--- src/rtl/qadc_frame_defs.svh ---
`ifndef QADC_FRAME_DEFS_SVH
`define QADC_FRAME_DEFS_SVH

// conversion framing counts, in serial clock falling edges
`define CONV_EDGES 5'd16
`define TRACK_LAST_EDGE 5'd3
`define HOLD_EDGE 5'd4
`define MSB_EDGE 5'd5
`define FIRST_EDGE 5'd1
`define IDLE_EDGE 5'd0

// control word capture
`define CTRL_LAST_RISE 5'd7
`define CTRL_SEL_HI 4
`define CTRL_SEL_LO 3

// result layout and reset values
`define RES_BITS 12
`define RES_MSB_TRIAL 12'h800
`define RES_ZERO 12'h000
`define DEFAULT_CHAN 2'h0
`define FIFO_WORDS 16

`endif

--- src/rtl/qadc_frame_pkg.sv ---
package qadc_frame_pkg;

  // converter activity
  typedef enum logic [1:0] {
    st_pdown,
    st_track,
    st_convert
  } conv_state_t;

  // finished conversion: channel and straight binary code
  typedef struct packed {
    logic [1:0] chan;
    logic [11:0] code;
  } result_t;

  // pins from outside the clock domain
  typedef struct packed {
    logic cs_n;
    logic sclk;
    logic din;
    logic cmp_ge;
  } pins_t;

endpackage

--- src/rtl/quad_adc_frame_ctrl.sv ---
// Operation
// - track input for first three clocks
// - hold and convert clocks four to fifteen
// - result out msb first from fifth clock
// - output tristated while select high
// - power down while select high, between conversions
// - back-to-back conversions restart every sixteen edges
// - clock edges ignored while select high
// - select fall with clock low counts
// - select fall with clock high waits
// - control input taken on first eight rises
// - channel word applies to next conversion
// - works from power-up, channel one first
// - control bits four and three address channel
// - control bits 7,6,2,1,0 ignored
// - bit five ignored, bits four-three binary
// - twelve bit straight binary result
// - auto power down after sixteenth falling edge
// - result bits change after falling edges
`timescale 1ns/1ps
`include "qadc_frame_defs.svh"
`default_nettype none

// -----------------------------------------------------------------
// result fifo
// -----------------------------------------------------------------
module result_fifo
  #(
    parameter int WIDTH = 14,
    parameter int DEPTH = `FIFO_WORDS
  )
  (
    input wire logic i_mclk,
    input wire logic i_rst_n,
    input wire logic i_ce,
    input wire logic i_in_valid,
    output logic o_in_ready,
    input wire logic [WIDTH-1:0] i_in_data,
    output logic o_out_valid,
    input wire logic i_out_ready,
    output logic [WIDTH-1:0] o_out_data
  );
  localparam int AW = $clog2(DEPTH);

  logic [WIDTH-1:0] mem_r [DEPTH];
  logic [AW:0] wr_ptr_r;
  logic [AW:0] rd_ptr_r;
  logic push;
  logic pop;

  // full and empty from pointers with a wrap bit
  assign o_in_ready = !((wr_ptr_r[AW] != rd_ptr_r[AW]) &&
                        (wr_ptr_r[AW-1:0] == rd_ptr_r[AW-1:0]));
  assign o_out_valid = (wr_ptr_r != rd_ptr_r);
  assign push = i_ce && i_in_valid && o_in_ready;
  assign pop = i_ce && o_out_valid && i_out_ready;
  assign o_out_data = mem_r[rd_ptr_r[AW-1:0]];

  // storage
  always_ff @(posedge i_mclk)
  begin
    if (push)
    begin
      mem_r[wr_ptr_r[AW-1:0]] <= i_in_data;
    end
  end

  // pointers
  always_ff @(posedge i_mclk or negedge i_rst_n)
  begin
    if (!i_rst_n)
    begin
      wr_ptr_r <= '0;
      rd_ptr_r <= '0;
    end
    else
    begin
      if (push)
      begin
        wr_ptr_r <= wr_ptr_r + 1'b1;
      end
      if (pop)
      begin
        rd_ptr_r <= rd_ptr_r + 1'b1;
      end
    end
  end
endmodule

// -----------------------------------------------------------------
// serial frame and conversion sequencer
// -----------------------------------------------------------------
module quad_adc_frame_ctrl
  import qadc_frame_pkg::*;
  (
    input wire logic i_mclk,
    input wire logic i_reset_n,
    input wire logic i_ce,
    input wire logic i_cs_n,
    input wire logic i_sclk,
    input wire logic i_din,
    input wire logic i_cmp_ge,
    output logic o_dout,
    output logic o_dout_oe_n,
    output logic [1:0] o_chan_sel,
    output logic o_track,
    output logic o_hold,
    output logic o_power_down,
    output logic [11:0] o_dac_code,
    output result_t o_result,
    output logic o_result_valid,
    input wire logic i_result_ready,
    output logic o_overflow
  );

  logic [1:0] rst_sync_r;
  logic rst_n;
  pins_t pin_in;
  pins_t sync1_r;
  pins_t sync2_r;
  logic cs_q3_r;
  logic sclk_q3_r;
  logic cs_s;
  logic sclk_s;
  logic fall_evt;
  logic rise_evt;
  logic [4:0] fall_cnt_r;
  logic [4:0] fall_nxt;
  logic [4:0] rise_cnt_r;
  logic [6:0] shift_r;
  logic [7:0] ctrl_word;
  logic [1:0] next_chan_r;
  logic [1:0] cur_chan_r;
  conv_state_t state_r;
  logic [11:0] sar_r;
  logic [3:0] bit_idx;
  logic dout_r;
  logic res_push;
  logic fifo_in_ready;
  logic overflow_r;
  result_t res_word;

  // -----------------------------------------------------------------
  // reset release and pin synchronisers
  // -----------------------------------------------------------------
  // reset deasserts through two flops
  always_ff @(posedge i_mclk or negedge i_reset_n)
  begin
    if (!i_reset_n)
    begin
      rst_sync_r <= 2'h0;
    end
    else if (i_ce)
    begin
      rst_sync_r <= {rst_sync_r[0], 1'b1};
    end
  end
  assign rst_n = rst_sync_r[1];

  assign pin_in = '{cs_n: i_cs_n, sclk: i_sclk, din: i_din,
                    cmp_ge: i_cmp_ge};

  // two flops per pin; the third stage feeds edge detection only
  always_ff @(posedge i_mclk or negedge rst_n)
  begin
    if (!rst_n)
    begin
      sync1_r <= '{cs_n: 1'b1, sclk: 1'b0, din: 1'b0, cmp_ge: 1'b0};
      sync2_r <= '{cs_n: 1'b1, sclk: 1'b0, din: 1'b0, cmp_ge: 1'b0};
      cs_q3_r <= 1'b1;
      sclk_q3_r <= 1'b0;
    end
    else if (i_ce)
    begin
      sync1_r <= pin_in;
      sync2_r <= sync1_r;
      cs_q3_r <= sync2_r.cs_n;
      sclk_q3_r <= sync2_r.sclk;
    end
  end
  assign cs_s = sync2_r.cs_n;
  assign sclk_s = sync2_r.sclk;

  // -----------------------------------------------------------------
  // internal clock edges
  // -----------------------------------------------------------------
  // gated clock edges
  assign fall_evt = i_ce && !cs_s &&
                    ((sclk_q3_r && !sclk_s) ||
                     (cs_q3_r && !sclk_s && !sclk_q3_r));
  assign rise_evt = i_ce && !cs_s && !sclk_q3_r && sclk_s;

  always_comb
  begin
    if ((fall_cnt_r == `IDLE_EDGE) || (fall_cnt_r == `CONV_EDGES))
    begin
      fall_nxt = `FIRST_EDGE;
    end
    else
    begin
      fall_nxt = fall_cnt_r + 5'd1;
    end
  end

  // falling edge position within the conversion
  always_ff @(posedge i_mclk or negedge rst_n)
  begin
    if (!rst_n)
    begin
      fall_cnt_r <= `IDLE_EDGE;
    end
    else if (i_ce && cs_s)
    begin
      fall_cnt_r <= `IDLE_EDGE;
    end
    else if (fall_evt)
    begin
      fall_cnt_r <= fall_nxt;
    end
  end

  // -----------------------------------------------------------------
  // control word capture
  // -----------------------------------------------------------------
  assign ctrl_word = {shift_r, sync2_r.din};

  always_ff @(posedge i_mclk or negedge rst_n)
  begin
    if (!rst_n)
    begin
      rise_cnt_r <= `IDLE_EDGE;
      shift_r <= 7'h00;
    end
    else if (i_ce && cs_s)
    begin
      rise_cnt_r <= `IDLE_EDGE;
    end
    else if (fall_evt && (fall_nxt == `FIRST_EDGE))
    begin
      rise_cnt_r <= `IDLE_EDGE;
    end
    else if (rise_evt && (rise_cnt_r <= `CTRL_LAST_RISE))
    begin
      rise_cnt_r <= rise_cnt_r + 5'd1;
      shift_r <= ctrl_word[6:0];
    end
  end

  always_ff @(posedge i_mclk or negedge rst_n)
  begin
    if (!rst_n)
    begin
      next_chan_r <= `DEFAULT_CHAN;
    end
    else if (rise_evt && (rise_cnt_r == `CTRL_LAST_RISE))
    begin
      next_chan_r <= {ctrl_word[`CTRL_SEL_HI], ctrl_word[`CTRL_SEL_LO]};
    end
  end

  // -----------------------------------------------------------------
  // conversion sequencing
  // -----------------------------------------------------------------
  // power-up channel one
  always_ff @(posedge i_mclk or negedge rst_n)
  begin
    if (!rst_n)
    begin
      cur_chan_r <= `DEFAULT_CHAN;
    end
    else if (fall_evt && (fall_nxt == `FIRST_EDGE))
    begin
      cur_chan_r <= next_chan_r;
    end
  end

  always_ff @(posedge i_mclk or negedge rst_n)
  begin
    if (!rst_n)
    begin
      state_r <= st_pdown;
    end
    else if (i_ce && cs_s)
    begin
      state_r <= st_pdown;
    end
    else if (fall_evt)
    begin
      case (fall_nxt)
        `FIRST_EDGE: state_r <= st_track;
        `HOLD_EDGE: state_r <= st_convert;
        `CONV_EDGES: state_r <= st_pdown;
        default: state_r <= state_r;
      endcase
    end
  end

  // -----------------------------------------------------------------
  // successive approximation and serial output
  // -----------------------------------------------------------------
  assign bit_idx = 4'(`CONV_EDGES - fall_nxt);

  always_ff @(posedge i_mclk or negedge rst_n)
  begin
    if (!rst_n)
    begin
      sar_r <= `RES_ZERO;
    end
    else if (fall_evt && (fall_nxt == `HOLD_EDGE))
    begin
      sar_r <= `RES_MSB_TRIAL;
    end
    else if (fall_evt && (fall_nxt >= `MSB_EDGE))
    begin
      sar_r[bit_idx] <= sync2_r.cmp_ge;
      if (bit_idx != 4'h0)
      begin
        sar_r[4'(bit_idx - 4'h1)] <= 1'b1;
      end
    end
  end

  always_ff @(posedge i_mclk or negedge rst_n)
  begin
    if (!rst_n)
    begin
      dout_r <= 1'b0;
    end
    else if (i_ce && cs_s)
    begin
      dout_r <= 1'b0;
    end
    else if (fall_evt)
    begin
      dout_r <= (fall_nxt >= `MSB_EDGE) ? sync2_r.cmp_ge : 1'b0;
    end
  end

  assign o_dout_oe_n = cs_s;
  assign o_dout = dout_r;
  assign o_dac_code = sar_r;
  assign o_chan_sel = cur_chan_r;
  assign o_track = (state_r == st_track);
  assign o_hold = (state_r == st_convert);
  assign o_power_down = (state_r == st_pdown);

  // -----------------------------------------------------------------
  // finished results
  // -----------------------------------------------------------------
  // straight binary code
  assign res_push = fall_evt && (fall_nxt == `CONV_EDGES);
  assign res_word = '{chan: cur_chan_r,
                      code: {sar_r[11:1], sync2_r.cmp_ge}};

  // results lost on a full fifo are flagged until reset
  always_ff @(posedge i_mclk or negedge rst_n)
  begin
    if (!rst_n)
    begin
      overflow_r <= 1'b0;
    end
    else if (res_push && !fifo_in_ready)
    begin
      overflow_r <= 1'b1;
    end
  end
  assign o_overflow = overflow_r;

  result_fifo #(.WIDTH($bits(result_t)), .DEPTH(`FIFO_WORDS)) u_fifo
  (
    .i_mclk(i_mclk),
    .i_rst_n(rst_n),
    .i_ce(i_ce),
    .i_in_valid(res_push),
    .o_in_ready(fifo_in_ready),
    .i_in_data(res_word),
    .o_out_valid(o_result_valid),
    .i_out_ready(i_result_ready),
    .o_out_data(o_result)
  );
endmodule

`default_nettype wire

--- config.mk ---
export PLATFORM = sky130hd
export DESIGN_NAME = quad_adc_frame_ctrl
export DESIGN_NICKNAME = d
export VERILOG_FILES = /design/src/rtl/qadc_frame_pkg.sv /design/src/rtl/quad_adc_frame_ctrl.sv
export VERILOG_INCLUDE_DIRS = /design/src /design/src/rtl
export SDC_FILE = /design/constraint.sdc
export NUM_CORES = 1
export LEC_CHECK = 0
export BUFFER_PORTS_ARGS = -buffer_cell sky130_fd_sc_hd__buf_2
export CAP_MARGIN = 20
export CORE_AREA = 2 2 145 147
export CTS_CLUSTER_SIZE = 16
export DETAILED_ROUTE_END_ITERATION = 10
export DIE_AREA = 0 0 147 149
export PLACE_DENSITY = 0.75
export SLEW_MARGIN = 20
export SYNTH_ARGS = -nofsm -noshare
export SYNTH_HDL_FRONTEND = slang
export SYNTH_SLANG_ARGS = --single-unit
--- constraint.sdc ---
create_clock -name i_mclk -period 2.6 [get_ports i_mclk]
set_input_delay 0 -clock i_mclk [delete_from_list [all_inputs] [get_ports i_mclk]]
set_output_delay 0 -clock i_mclk [all_outputs]
set_load 0.01 [all_outputs]
# Word level (Yosys, flattened, before mapping)
# Memories as Yosys holds them, arrays and structs flattened.
# Cells that the tools add are included.
[totals]
word_cells = 107
n_memories = 1
ram_bits = 224
regBits = 56
input_bits = 8
output_inout_bits = 35
[mem_list]
columns = ["name", "depth", "width", "read_ports", "rd_ports_with_merged_regs", "write_ports", "line", "rtl"]
rows = [
  ["u_fifo.mem_r", 16, 14, 1, 0, 1, "quad_adc_frame_ctrl.sv:45", "logic [WIDTH-1:0] mem_r [DEPTH];"],
]
[op_classes]
magnitude_cmp = 6
addsub = 6
reduce_logical = 37
bitwise = 3
n_mux = 22
n_eq_ne = 10
[ops]
columns = ["operator", "n"]
rows = [
  ["12-bit 2-to-1 mux", 3],
  ["5-bit 2-to-1 mux", 6],
  ["1-bit logical AND", 22],
  ["5-bit by 1-bit adder with 5-bit output (second input constant)", 4],
  ["12-bit bitwise mux", 1],
  ["12-bit OR", 1],
  ["5-bit by 3-bit equality test with 1-bit output (second input constant)", 2],
  ["5-bit equality test (second input constant)", 2],
  ["4-bit by 5-bit less-than comparator with 1-bit output (second input constant)", 2],
  ["1-bit demux with 4-bit select", 2],
  ["4-bit by 1-bit >= comparator with 1-bit output (second input constant)", 2],
  ["4-bit nonzero test", 2],
  ["1-bit 2-to-1 mux", 7],
  ["2-bit one-hot mux with 3 select lines", 1],
  ["5-bit by 1-bit equality test with 1-bit output (second input constant)", 1],
  ["5-bit by 3-bit >= comparator with 1-bit output (second input constant)", 1],
  ["5-bit by 3-bit <= comparator with 1-bit output (second input constant)", 1],
  ["5-bit logical NOT", 1],
  ["5-bit inequality test", 1],
  ["4-bit equality test", 1],
  ["1-bit logical NOT", 4],
  ["2-bit 2-to-1 mux", 2],
  ["2-bit nonzero test", 2],
  ["1-bit by 4-bit subtractor with 4-bit output (first input constant)", 1],
  ["10 further kinds", 12],
]

# Depth between registers and ports, before layout
# Gate-level depths: netlist of the first run.
[depth]
ltp_word = 13
depth_mapped = 9
ltp_nobuf = 8

# Hierarchy
# From an unflattened synthesis of the first run, not the netlist that was laid out.
[unflattened]
hier_cells = 761
area_unflattened_um2 = 12040.3
[by_module_without_submodules]
columns = ["mod", "area_each_um2", "cells_each", "seq_area_each_um2", "instances"]
rows = [
  ["result_fifo", 9369.0, 488, 6976.7, 1],
  ["quad_adc_frame_ctrl", 2671.3, 273, 1154.9, 1],
]

# Worst setup path before layout of the first run
# Ideal clock, no wire load.
[synth_timing]
kind = "register -> register"
start = "register cs_q3_r"
end = "memory u_fifo.mem_r[5][0] (enable)"
stages_incl_launch_ff = 7
setup_ps = 406
slack_ps = -622
arrival_ps = 2816
synth_period_minus_slack_ps = 3222
n_path_buf = 1
required_time_ps = 2194
path_cell_list = "dfstp_2 nor2_1 or3_1 buf_6 a2111oi_4 nand2_1 nor3b_1"
[synth_via]
elab_chain_cells = 9
[synth_lines]
columns = ["element", "line", "rtl"]
rows = [
  ["from (decl)", "quad_adc_frame_ctrl.sv:121", "logic cs_q3_r;"],
  ["from (signal assigned)", "quad_adc_frame_ctrl.sv:177", "cs_q3_r <= sync2_r.cs_n;"],
  ["1-bit logical AND (2 in series)", "quad_adc_frame_ctrl.sv:190", "(cs_q3_r && !sclk_s && !sclk_q3_r));"],
  ["1-bit logical OR", "quad_adc_frame_ctrl.sv:189", "((sclk_q3_r && !sclk_s) ||"],
  ["1-bit logical AND", "quad_adc_frame_ctrl.sv:188", "assign fall_evt = i_ce && !cs_s &&"],
  ["1-bit logical AND", "quad_adc_frame_ctrl.sv:351", "assign res_push = fall_evt && (fall_nxt == `CONV_EDGES);"],
  ["1-bit logical AND (2 in series)", "quad_adc_frame_ctrl.sv:55", "assign push = i_ce && i_in_valid && o_in_ready;"],
  ["1-bit 2-to-1 mux", "quad_adc_frame_ctrl.sv:62", "if (push)"],
  ["1-bit 2-to-1 mux (implied by the code)", "quad_adc_frame_ctrl.sv:64", "mem_r[wr_ptr_r[AW-1:0]] <= i_in_data;"],
  ["to (decl)", "quad_adc_frame_ctrl.sv:45", ""],
]
# Every way passes these cells.

==> run_results.csv, run 1 <==
group,metric,value,unit
routing,wl_per_cell,23.9,um
synth,synth_edf_count,224,
routing,drc,0,
synth,synth_nets,706,
status,status,"completed",
clock_network,cts_tree,"built",
sta,post-route-period-util,0.975,
setup_path,cp_slowest_stage_delay,0.58,ns
sta,setup_viol,0,
setup_path,crit_family,"multiplexers",
synth,syn_inst,686,
synth,synth.area.mux_share,0.136,
setup_path,cpMaxStageDelayCell,"mux4_2",
placed_design,placed_cells,992,
setup_path,rr_endpoint,"o_dac_code[7]",
power,ir_drop,0.501,mV
synth,yosysWarnings,0,
floorplanning,start_util,0.571,
clock_network,post_cts_buffers,0,
clock_network,clock_sinks,280,
synth,synth-compound-area-share,0.0591,
synth,synth_top_cell_area_share,0.573,
worst_hold_path,hold_class,"input port to asynchronous set/reset pin",
power,pwr-share-clk,0.310,
final_layout,fill_cells,1327,
setup_path,worstPathCellList,"bufbuf_16, mux4_2, mux2i_1, a21oi_1, buf_2",
synth,synth-xor-area-share,0.0126,
setup_path,r2r-start,"fall_cnt_r[0]",
floorplanning,dieWidth,147,um
power,internal-power,8.78,mW
synth,ys.flop_type,"edfxtp_1",
setup_path,start_kind,"flip-flop",
setup_path,cp_num_cells,5,
setup_path,endpoint_kind,"primary output",
sta,worst_pin_slew,1.11,ns
floorplanning,die_area,0.0219,mm2
sta,period_needed,2.53,ns
grt,grt_usage,0.237,
floorplanning,die_y,149,um
power,cellPowerDensity,903,mW/mm2
sta,hold_ws,0.303,ns
power,pwr-share-comb,0.262,
floorplanning,pin_count,43,
final_layout,instances_no_fill,1058,
final_layout,n_antenna_cell,0,
clock_network,root_buffer,"clkbuf_16",
final_layout,area_growth,16.6,%
floorplanning,rows,53,
setup_path,r2r_cells,9,
clock_network,cts_made_buffers,28,
clock_network,cts_buffer_depth,3,
routing,dr.pass1.iters,5,
setup_path,critical_path.max_fanout,15,
sta,fin_skew,0.00640,ns
grt,grt_max_degree,60,
power,power.switching,3.57,mW
grt,antenna_found_initial,0,
setup_path,path_buf_inv,2,
setup_path,required,2.60,ns
sta,fmax,395,MHz
clock_network,clk_latency,0.54,ns
sta,maxSlewHeadroom,0.258,
synth,synth_top_family_by_area,"multiplexers",
clock_network,htree_levels,1,
placed_design,place.gp.congestion,0.926,
power,power_leakage,4.83,nW
synth,syn_area_per_cell,17.1,um2
synth,async_flop_share,0.200,
placed_design,dp_hpwl,15300,um
sta,final_max_slew_viol_count,0,
grt,grt_pass1_vias,6411,
setup_path,crit_type,"flip-flop to primary output",
synth,ys_ff_latch,280,
synth,synth_fa_ha_area_frac,0.0128,
setup_path,r2r_slack,0.16,ns
routing,vias_per_cell,6.10,
synth,yosysSeqAreaShare,0.693,
final_layout,nets,781,
sta,hold_violations,0,
final_layout,drive_gt1_frac,0.285,
synth,netlist_area,0.0117,mm2
grt,grt_pass1_wl,38700,um
power,seqPwrFrac,0.428,
routing,num_vias,6451,
synth,synth_simple_gate_area_share,0.0610,
routing,first_iter_violations,665,
floorplanning,core-area,0.0206,mm2
job,maxCapViolCount,0,
routing,ant_nets,0,
synth,synth_top_area_cell,"edfxtp_1",
placed_design,io_buffer_count,42,
synth,netlist_top_cells_area,"edfxtp_1, dfrtp_1, mux4_2",
grt,overflow,0,
synth,synthDistinctLibCells,63,
power,p_sw_frac,0.289,
clock_network,cts.clk_slew.worst_paths,0.06,ns
routing,wirelength,25300,um
setup_path,critPathArrivalTime,2.53,ns
sta,rsz0062_at_grt,"yes",
-- sequential cells by signal, indices dropped and copies added, names as in the netlist, 4 cells and up --
signal / count
o_dac_code: 12
u_fifo.mem_r: 224
u_fifo.wr_ptr_r: 5
u_fifo.rd_ptr_r: 5
sync1_r: 4
shift_r: 4
fall_cnt_r: 5
rise_cnt_r: 5
-- placed cells by master, fill, tap and decap left out, drive strengths merged, types with 3 or more instances in the layout --
master and instances:
ha 12, mux2 17, dlygate4sd3 12, o21a 3
edfxtp 224, clkinv 16, clkbuf 33, nor2b 16
xnor2 9, mux2i 14, o21ai 23, nor2 11
mux4 56, xor2 7, nor3b 5, nand2b 9
dfstp 3, a21oi 28, a211oi 14, o2bb2ai 8
inv 12, or3 6, and2 13, and3 6
dfrtp 53, a32oi 4, nor3 7, buf 79
nand3 11, nand2 34, nand4 3
-- power by group through the flow --
stage               Sequential, mW  Clock (mW)  Combinational (mW)
finish                        5.28        3.83                3.24
global route                  5.30        4.06                3.47
CTS                           5.28        3.89                3.22
detailed placement            5.35           0                2.99
global placement              5.33           0                2.94
floorplan                     5.23           0                2.19
-- tightest hold or removal path, cell delays in order --
cell and delay, ns:
dlygate4sd3_1 0.52, buf_2 0.09, dlygate4sd3_1 0.57
-- logic make-up after synthesis --
kind of cell	after synthesis
buffers and inverters	60
muxes	87
adders and majority gates	12
and+or+nand+nor	129
xor gates and xnor gates	16
AOI/OAI and AO/OA	102
DFF	280
-- worst max path at each step --
stage,startpoint,to,slack (ns)
floorplan,cs_q3_r,u_fifo.mem_r[7][0],0.007
global placement,cs_q3_r,u_fifo.mem_r[1][1],0.25
detailed placement,cs_q3_r,u_fifo.mem_r[8][7],0.23
CTS,u_fifo.rd_ptr_r[0],o_result[2],0.02
global route,u_fifo.rd_ptr_r[0],o_result[12],-0.02
finish,u_fifo.rd_ptr_r[0],o_result[1],0.07
-- cells in the mapped netlist (all sizes together) (2+ instances only) --
cell,instances
dfrtp,53
or3,6
edfxtp,224
dfstp,3
nor2b,16
mux2,17
inv,12
xnor2,9
mux2i,14
mux4,56
a21o,2
buf,30
a21oi,28
nor4,2
or2,2
clkbuf,18
o211a,2
nand3,11
nand4,3
o21a,3
o2bb2ai,8
o21ai,23
nor2,11
ha,12
a31o,2
nand2b,9
nor3,7
and2,13
a222oi,2
a32oi,4
nor3b,5
xor2,7
and3,6
nand2,34
a211oi,14
-- routing by layer --
metal  global-route usage  wire, um
met5                    0         0
met4               0.0476       327
met3               0.0364      1670
met2                0.396     13000
met1                0.339     10400
-- through the flow --
step | utilization | setup WS (ns) | instance area, um2 | power (mW) | setup TNS [ns]
after floorplan | - | 0.00700 | 11800 | 7.42 | 0
after global placement | 0.611 | 0.249 | 12600 | 8.27 | 0
after detailed placement | 0.611 | 0.229 | 12600 | 8.34 | 0
after CTS | 0.664 | 0.0166 | 13700 | 12.4 | 0
after global routing | 0.666 | -0.0197 | 13700 | 12.8 | -0.0439
final | 0.666 | 0.0655 | 13700 | 12.4 | 0
-- timing repair --
action / in CTS / in global routing
endpoints found under the setup margin: 14 / 9
hold buffers: 12 / 0
endpoints found under the hold margin: 19 / 0
gates cloned: 2 / 0
gates resized for setup: 6 / 5
-- cell type report --
class | instances | area (um2) | share of cell area
inverter | 12 | 45.0 | 0.00329
tap | 275 | 344 | 0.0251
clock inverter | 19 | 139 | 0.0102
multi-input combinational | 346 | 3380 | 0.247
sequential | 280 | 8140 | 0.595
clock buffer | 33 | 741 | 0.0541
timing repair buffer | 93 | 892 | 0.0652
No activity file was read; power rests on OpenSTA's default activity.
==> run 2: changes to the inputs <==
Settings changed: TNS_END_PERCENT from default to 10.
Clock period 2.6 ns to 2.9 ns, I/O delays scaled along.
==> run_results.csv, run 2 (synthesized netlist as in run 1, its figures left out) <==
group,metric,value,unit
placed_design,place.gp.congestion,0.851,
sta,fin_skew,0.0186,ns
final_layout,layout_common_cells,"edfxtp_1, mux4_2, dfrtp_1, buf_2, nand2_1",
setup_path,r2r_slack,0.25,ns
setup_path,rr_endpoint,"o_dac_code[5]",
placed_design,io_buffer_count,42,
clock_network,cts_tree,"built",
floorplanning,core-area,0.0206,mm2
final_layout,drive_gt1_frac,0.268,
routing,ant_nets,0,
setup_path,crit_type,"flip-flop to primary output",
sta,setup_tns,0,ns
status,status,"completed",
floorplanning,dieWidth,147,um
routing,vias_per_cell,6.05,
sta,maxSlewHeadroom,0.393,
power,power_leakage,4.72,nW
job,maxCapViolCount,0,
worst_hold_path,hold_class,"flip-flop to asynchronous set/reset pin",
sta,hold_violations,0,
setup_path,r2r-start,"fall_cnt_r[0]",
final_layout,seq_area,0.00814,mm2
power,ir_drop,0.531,mV
final_layout,nets,769,
setup_path,start_kind,"flip-flop",
final_layout,area_growth,13.9,%
final_layout,mostFrequentLayoutCell,"edfxtp_1",
clock_network,cts_made_buffers,28,
setup_path,critical_path.max_fanout,59,
routing,wl_per_cell,22.4,um
grt,overflow,0,
sta,hold_ws,0.269,ns
grt,antenna_found_initial,0,
grt,grt_pass1_vias,6428,
floorplanning,rows,53,
routing,drc,0,
power,cellPowerDensity,813,mW/mm2
routing,num_vias,6323,
setup_path,endpoint_kind,"primary output",
floorplanning,die_y,149,um
final_layout,multiInputGateArea,0.00333,mm2
setup_path,critPathArrivalTime,2.76,ns
setup_path,required,2.90,ns
sta,setup_viol,0,
floorplanning,start_util,0.571,
clock_network,cts.clk_slew.worst_paths,0.06,ns
final_layout,n_antenna_cell,0,
routing,dr.pass1.iters,5,
floorplanning,pin_count,43,
sta,final_max_slew_viol_count,0,
sta,period_needed,2.76,ns
clock_network,htree_levels,1,
sta,rsz0062_at_grt,"yes",
setup_path,r2r_cells,7,
clock_network,root_buffer,"clkbuf_16",
clock_network,clock_sinks,280,
clock_network,cts_buffer_depth,3,
sta,post-route-period-util,0.953,
grt,grt_max_degree,60,
sta,worst_pin_slew,0.910,ns
routing,first_iter_violations,499,
grt,grt_pass1_wl,36800,um
routing,wirelength,23500,um
placed_design,dp_hpwl,14600,um
sta,fmax,362,MHz
grt,grt_usage,0.219,
clock_network,clk_latency,0.54,ns
final_layout,fill_cells,1387,
final_layout,largest_reg_flops,224,
floorplanning,die_area,0.0219,mm2
## run 2: changes by cell type in the layout (fill, tap and decap cells not counted), sizes merged
cell / change
buf: -10
bufbuf: -2
bufinv: +2
clkinv: -2
clkinvlp: -1
## run 2: report_power, final
group / switching (mW) / leakage, nW / internal, mW
registers: 0.192 / 2.77 / 4.51
logic: 1.36 / 1.50 / 1.21
clock network: 1.44 / 0.455 / 2.17
## run 2: how the worst max path moves through the flow
| stage | startpoint | to | slack (ns) | cells after the start |
|---|---|---|---|---|
| 2_1_floorplan | cs_q3_r | u_fifo.mem_r[5][0] | -0.32 | 6 |
| 4_1_cts | u_fifo.rd_ptr_r[0] | o_result[3] | 0.1 | 6 |
| 5_1_grt | u_fifo.rd_ptr_r[0] | o_result[9] | -0.02 | 6 |
| 3_3_place_gp | fall_cnt_r[0] | u_fifo.mem_r[7][7] | 0.32 | 6 |
| 3_5_place_dp | fall_cnt_r[0] | u_fifo.mem_r[7][9] | 0.22 | 6 |
| 6_report | u_fifo.rd_ptr_r[0] | o_result[4] | 0.14 | 6 |
## run 2: repair_timing
item	in CTS	in global routing
setup buffers	0	0
hold buffers	12	0
gates resized for setup	0	3
hold endpoints to repair	17	0
endpoints found under the setup margin	0	49
## run 2: through the flow
stage / area, um2 / util / setup WS (ns) / total power, mW / instances
4_1_cts: 13400 / 0.650 / 0.0985 / 11.0 / 1045
2_1_floorplan: 11700 / - / -0.322 / 6.65 / 686
6_report: 13400 / 0.650 / 0.137 / 10.9 / 1045
3_5_place_dp: 12300 / 0.599 / 0.218 / 7.35 / 982
3_3_place_gp: 12300 / 0.599 / 0.319 / 7.29 / 982
5_1_grt: 13400 / 0.650 / -0.0198 / 11.4 / 1045
## run 2: final cells by class
type | instances | area share
clock inverter | 18 | 0.0138
tap | 275 | 0.0257
timing repair buffer | 81 | 0.0442
clock buffer | 33 | 0.0554
inverter | 12 | 0.00337
sequential | 280 | 0.609
multi-input combinational | 346 | 0.249
## run 2: worst max-delay path, stage by stage (launching register included)
cell	delay [ns]
dfrtp_4	0.44
buf_16	0.34
mux4_2	0.55
nor2b_1	0.17
a211oi_1	0.36
a21oi_1	0.10
buf_2	0.17
## run 2: metal layers
layer | global-route usage | routed length [um] | up-vias
li1 | - | - | 2830
met1 | 0.302 | 9730 | 3241
met2 | 0.379 | 12000 | 225
met3 | 0.0321 | 1440 | 27
met4 | 0.0462 | 336 | 0
met5 | 0 | 0 | -
==> run 3: changes to the inputs <==
--- a/config.mk
+++ b/config.mk
@@ -9,9 +9,9 @@
 export BUFFER_PORTS_ARGS = -buffer_cell sky130_fd_sc_hd__buf_2
 export CAP_MARGIN = 20
-export CORE_AREA = 2 2 145 147
+export CORE_AREA = 2 2 201 203
 export CTS_CLUSTER_SIZE = 16
 export DETAILED_ROUTE_END_ITERATION = 10
-export DIE_AREA = 0 0 147 149
-export PLACE_DENSITY = 0.75
+export DIE_AREA = 0 0 203 205
+export SKIP_LAST_GASP = 1
 export SLEW_MARGIN = 20
 export SYNTH_ARGS = -nofsm -noshare
==> constraint.sdc (replaced) <==
create_clock -name i_mclk -period 2.9 [get_ports i_mclk]
set_input_delay 0.29 -clock i_mclk [delete_from_list [all_inputs] [get_ports i_mclk]]
set_output_delay 0.29 -clock i_mclk [all_outputs]
set_load 0.01 [all_outputs]
==> run_results.csv, run 3 (synthesized netlist as in run 1, its figures left out) <==
group,metric,value,unit
sta,fmax,347,MHz
clock_network,cts.clk_slew.worst_paths,0.06,ns
floorplanning,dieWidth,203,um
setup_path,r2r-start,"fall_cnt_r[0]",
setup_path,r2r_slack,0.27,ns
final_layout,n_antenna_cell,0,
setup_path,required,2.61,ns
setup_path,start_kind,"flip-flop",
setup_path,endpoint_kind,"primary output",
setup_path,critical_path.max_fanout,9,
routing,first_iter_violations,548,
final_layout,final_area,0.0140,mm2
floorplanning,start_util,0.298,
final_layout,largest_reg_flops,224,
placed_design,io_buffer_count,42,
grt,grt_pass1_wl,40500,um
status,status,"completed",
final_layout,instances_no_fill,1310,
grt,grt_pass1_vias,6473,
final_layout,mostFrequentLayoutCell,"edfxtp_1",
routing,wl_per_cell,19.9,um
sta,worst_pin_slew,1.14,ns
floorplanning,rows,73,
placed_design,place.gp.congestion,0.790,
setup_path,crit_type,"flip-flop to primary output",
grt,antenna_found_initial,0,
setup_path,rr_endpoint,"o_dac_code[0]",
placed_design,dp_hpwl,16200,um
placed_design,placed_cells,1239,
clock_network,cts_buffer_depth,3,
grt,grt_max_degree,60,
final_layout,drive_gt1_frac,0.302,
floorplanning,pin_count,43,
clock_network,cts_made_buffers,31,
power,cellPowerDensity,830,mW/mm2
sta,setup_ws,0.0159,ns
sta,hold_violations,0,
routing,ant_nets,0,
final_layout,nets,781,
routing,wirelength,26100,um
power,ir_drop,0.571,mV
worst_hold_path,hold_class,"input port to asynchronous set/reset pin",
final_layout,fill_cells,3677,
sta,rsz0062_at_grt,"yes",
sta,period_needed,2.88,ns
floorplanning,core-area,0.0394,mm2
routing,drc,0,
clock_network,root_buffer,"clkbuf_16",
final_layout,area_growth,19.4,%
job,maxCapViolCount,0,
floorplanning,die_area,0.0416,mm2
clock_network,cts_tree,"built",
sta,final_max_slew_viol_count,0,
grt,overflow,0,
sta,maxSlewHeadroom,0.238,
floorplanning,die_y,205,um
final_layout,layout_common_cells,"edfxtp_1, mux4_2, dfrtp_1, buf_2, nand2_1",
sta,post-route-period-util,0.995,
power,power_leakage,4.86,nW
setup_path,critPathArrivalTime,2.59,ns
routing,dr.pass1.iters,5,
clock_network,clock_sinks,280,
sta,fin_skew,0.00881,ns
placed_design,place_ws,0.247,ns
placed_design,dpl_cell_area,0.0128,mm2
clock_network,htree_levels,1,
clock_network,clk_latency,0.55,ns
sta,setup_viol,0,
routing,vias_per_cell,4.84,
grt,grt_usage,0.127,
routing,num_vias,6338,
setup_path,r2r_cells,8,
## run 3: changes by cell type in the layout (fill, tap and decap cells not counted), moves of 2 or more
cell	previous run	this run
a211oi_2	0	9
clkinv_1	8	10
a21oi_1	28	26
dlygate4sd3_1	12	5
buf_12	3	12
buf_4	23	27
a21oi_2	0	2
clkbuf_16	29	31
a211oi_1	14	5
## run 3: how the worst max path moves through the flow
stage,startpoint,cells past startpoint,endpoint,slack (ns)
4_1_cts,u_fifo.rd_ptr_r[0],6,o_result[7],-0.07
3_3_place_gp,fall_cnt_r[0],7,o_dac_code[7],0.31
6_report,u_fifo.rd_ptr_r[0],7,o_result[12],0.02
2_1_floorplan,cs_q3_r,6,u_fifo.mem_r[5][0],-0.32
3_5_place_dp,fall_cnt_r[0],7,o_dac_code[6],0.25
5_1_grt,u_fifo.rd_ptr_r[0],7,o_result[5],-0.09
## run 3: power breakdown
group / switching, mW / total, mW / internal (mW) / leakage (nW)
Combinational: 1.61 / 3.05 / 1.45 / 1.60
Sequential: 0.217 / 4.73 / 4.52 / 2.77
Clock: 1.54 / 3.84 / 2.30 / 0.488
Total: 3.36 / 11.6 / 8.26 / 4.86
## run 3: stage by stage
stage	util	power [mW]	hold slack (ns)	TNS (ns)
floorplan	-	6.65	-0.00559	-17.32
global placement	0.324	7.57	0.0785	0
detailed placement	0.324	7.58	0.0850	0
CTS	0.353	11.6	0.0423	-0.509
global route	0.356	12.2	0.0460	-0.755
finish	0.356	11.6	0.0643	0
## run 3: final cells by class
class / count / area, um2 / share of cell area
clock inverter: 22 / 211 / 0.0151
tap: 525 / 657 / 0.0469
inverter: 12 / 45.0 / 0.00321
sequential: 280 / 8140 / 0.581
clock buffer: 35 / 791 / 0.0564
multi-input combinational: 346 / 3380 / 0.241
timing repair buffer: 90 / 790 / 0.0563
## run 3: routing by layer
| layer | vias to the layer above | part of all wire | track usage |
|---|---|---|---|
| li1 | 2849 | - | - |
| met1 | 3259 | 0.46 | 0.178 |
| met2 | 192 | 0.48 | 0.211 |
| met3 | 38 | 0.045 | 0.0151 |
| met4 | 0 | 0.018 | 0.0279 |
| met5 | - | 0 | 0 |
## run 3: what timing repair did
item	in CTS	in global routing
hold buffers	5	0
pin swaps	1	6
gates cloned	1	0
setup endpoints to repair	14	21
hold endpoints to repair	6	0
gates resized for setup	7	15
setup buffers	0	8
## run 3: critical path, stage by stage (launching register included)
cell and delay [ns]:
dfrtp_4 0.48, buf_16 0.17, mux4_2 0.52, nor2b_1 0.16, a211oi_2 0.34, buf_4 0.17
a21oi_1 0.04, buf_2 0.17
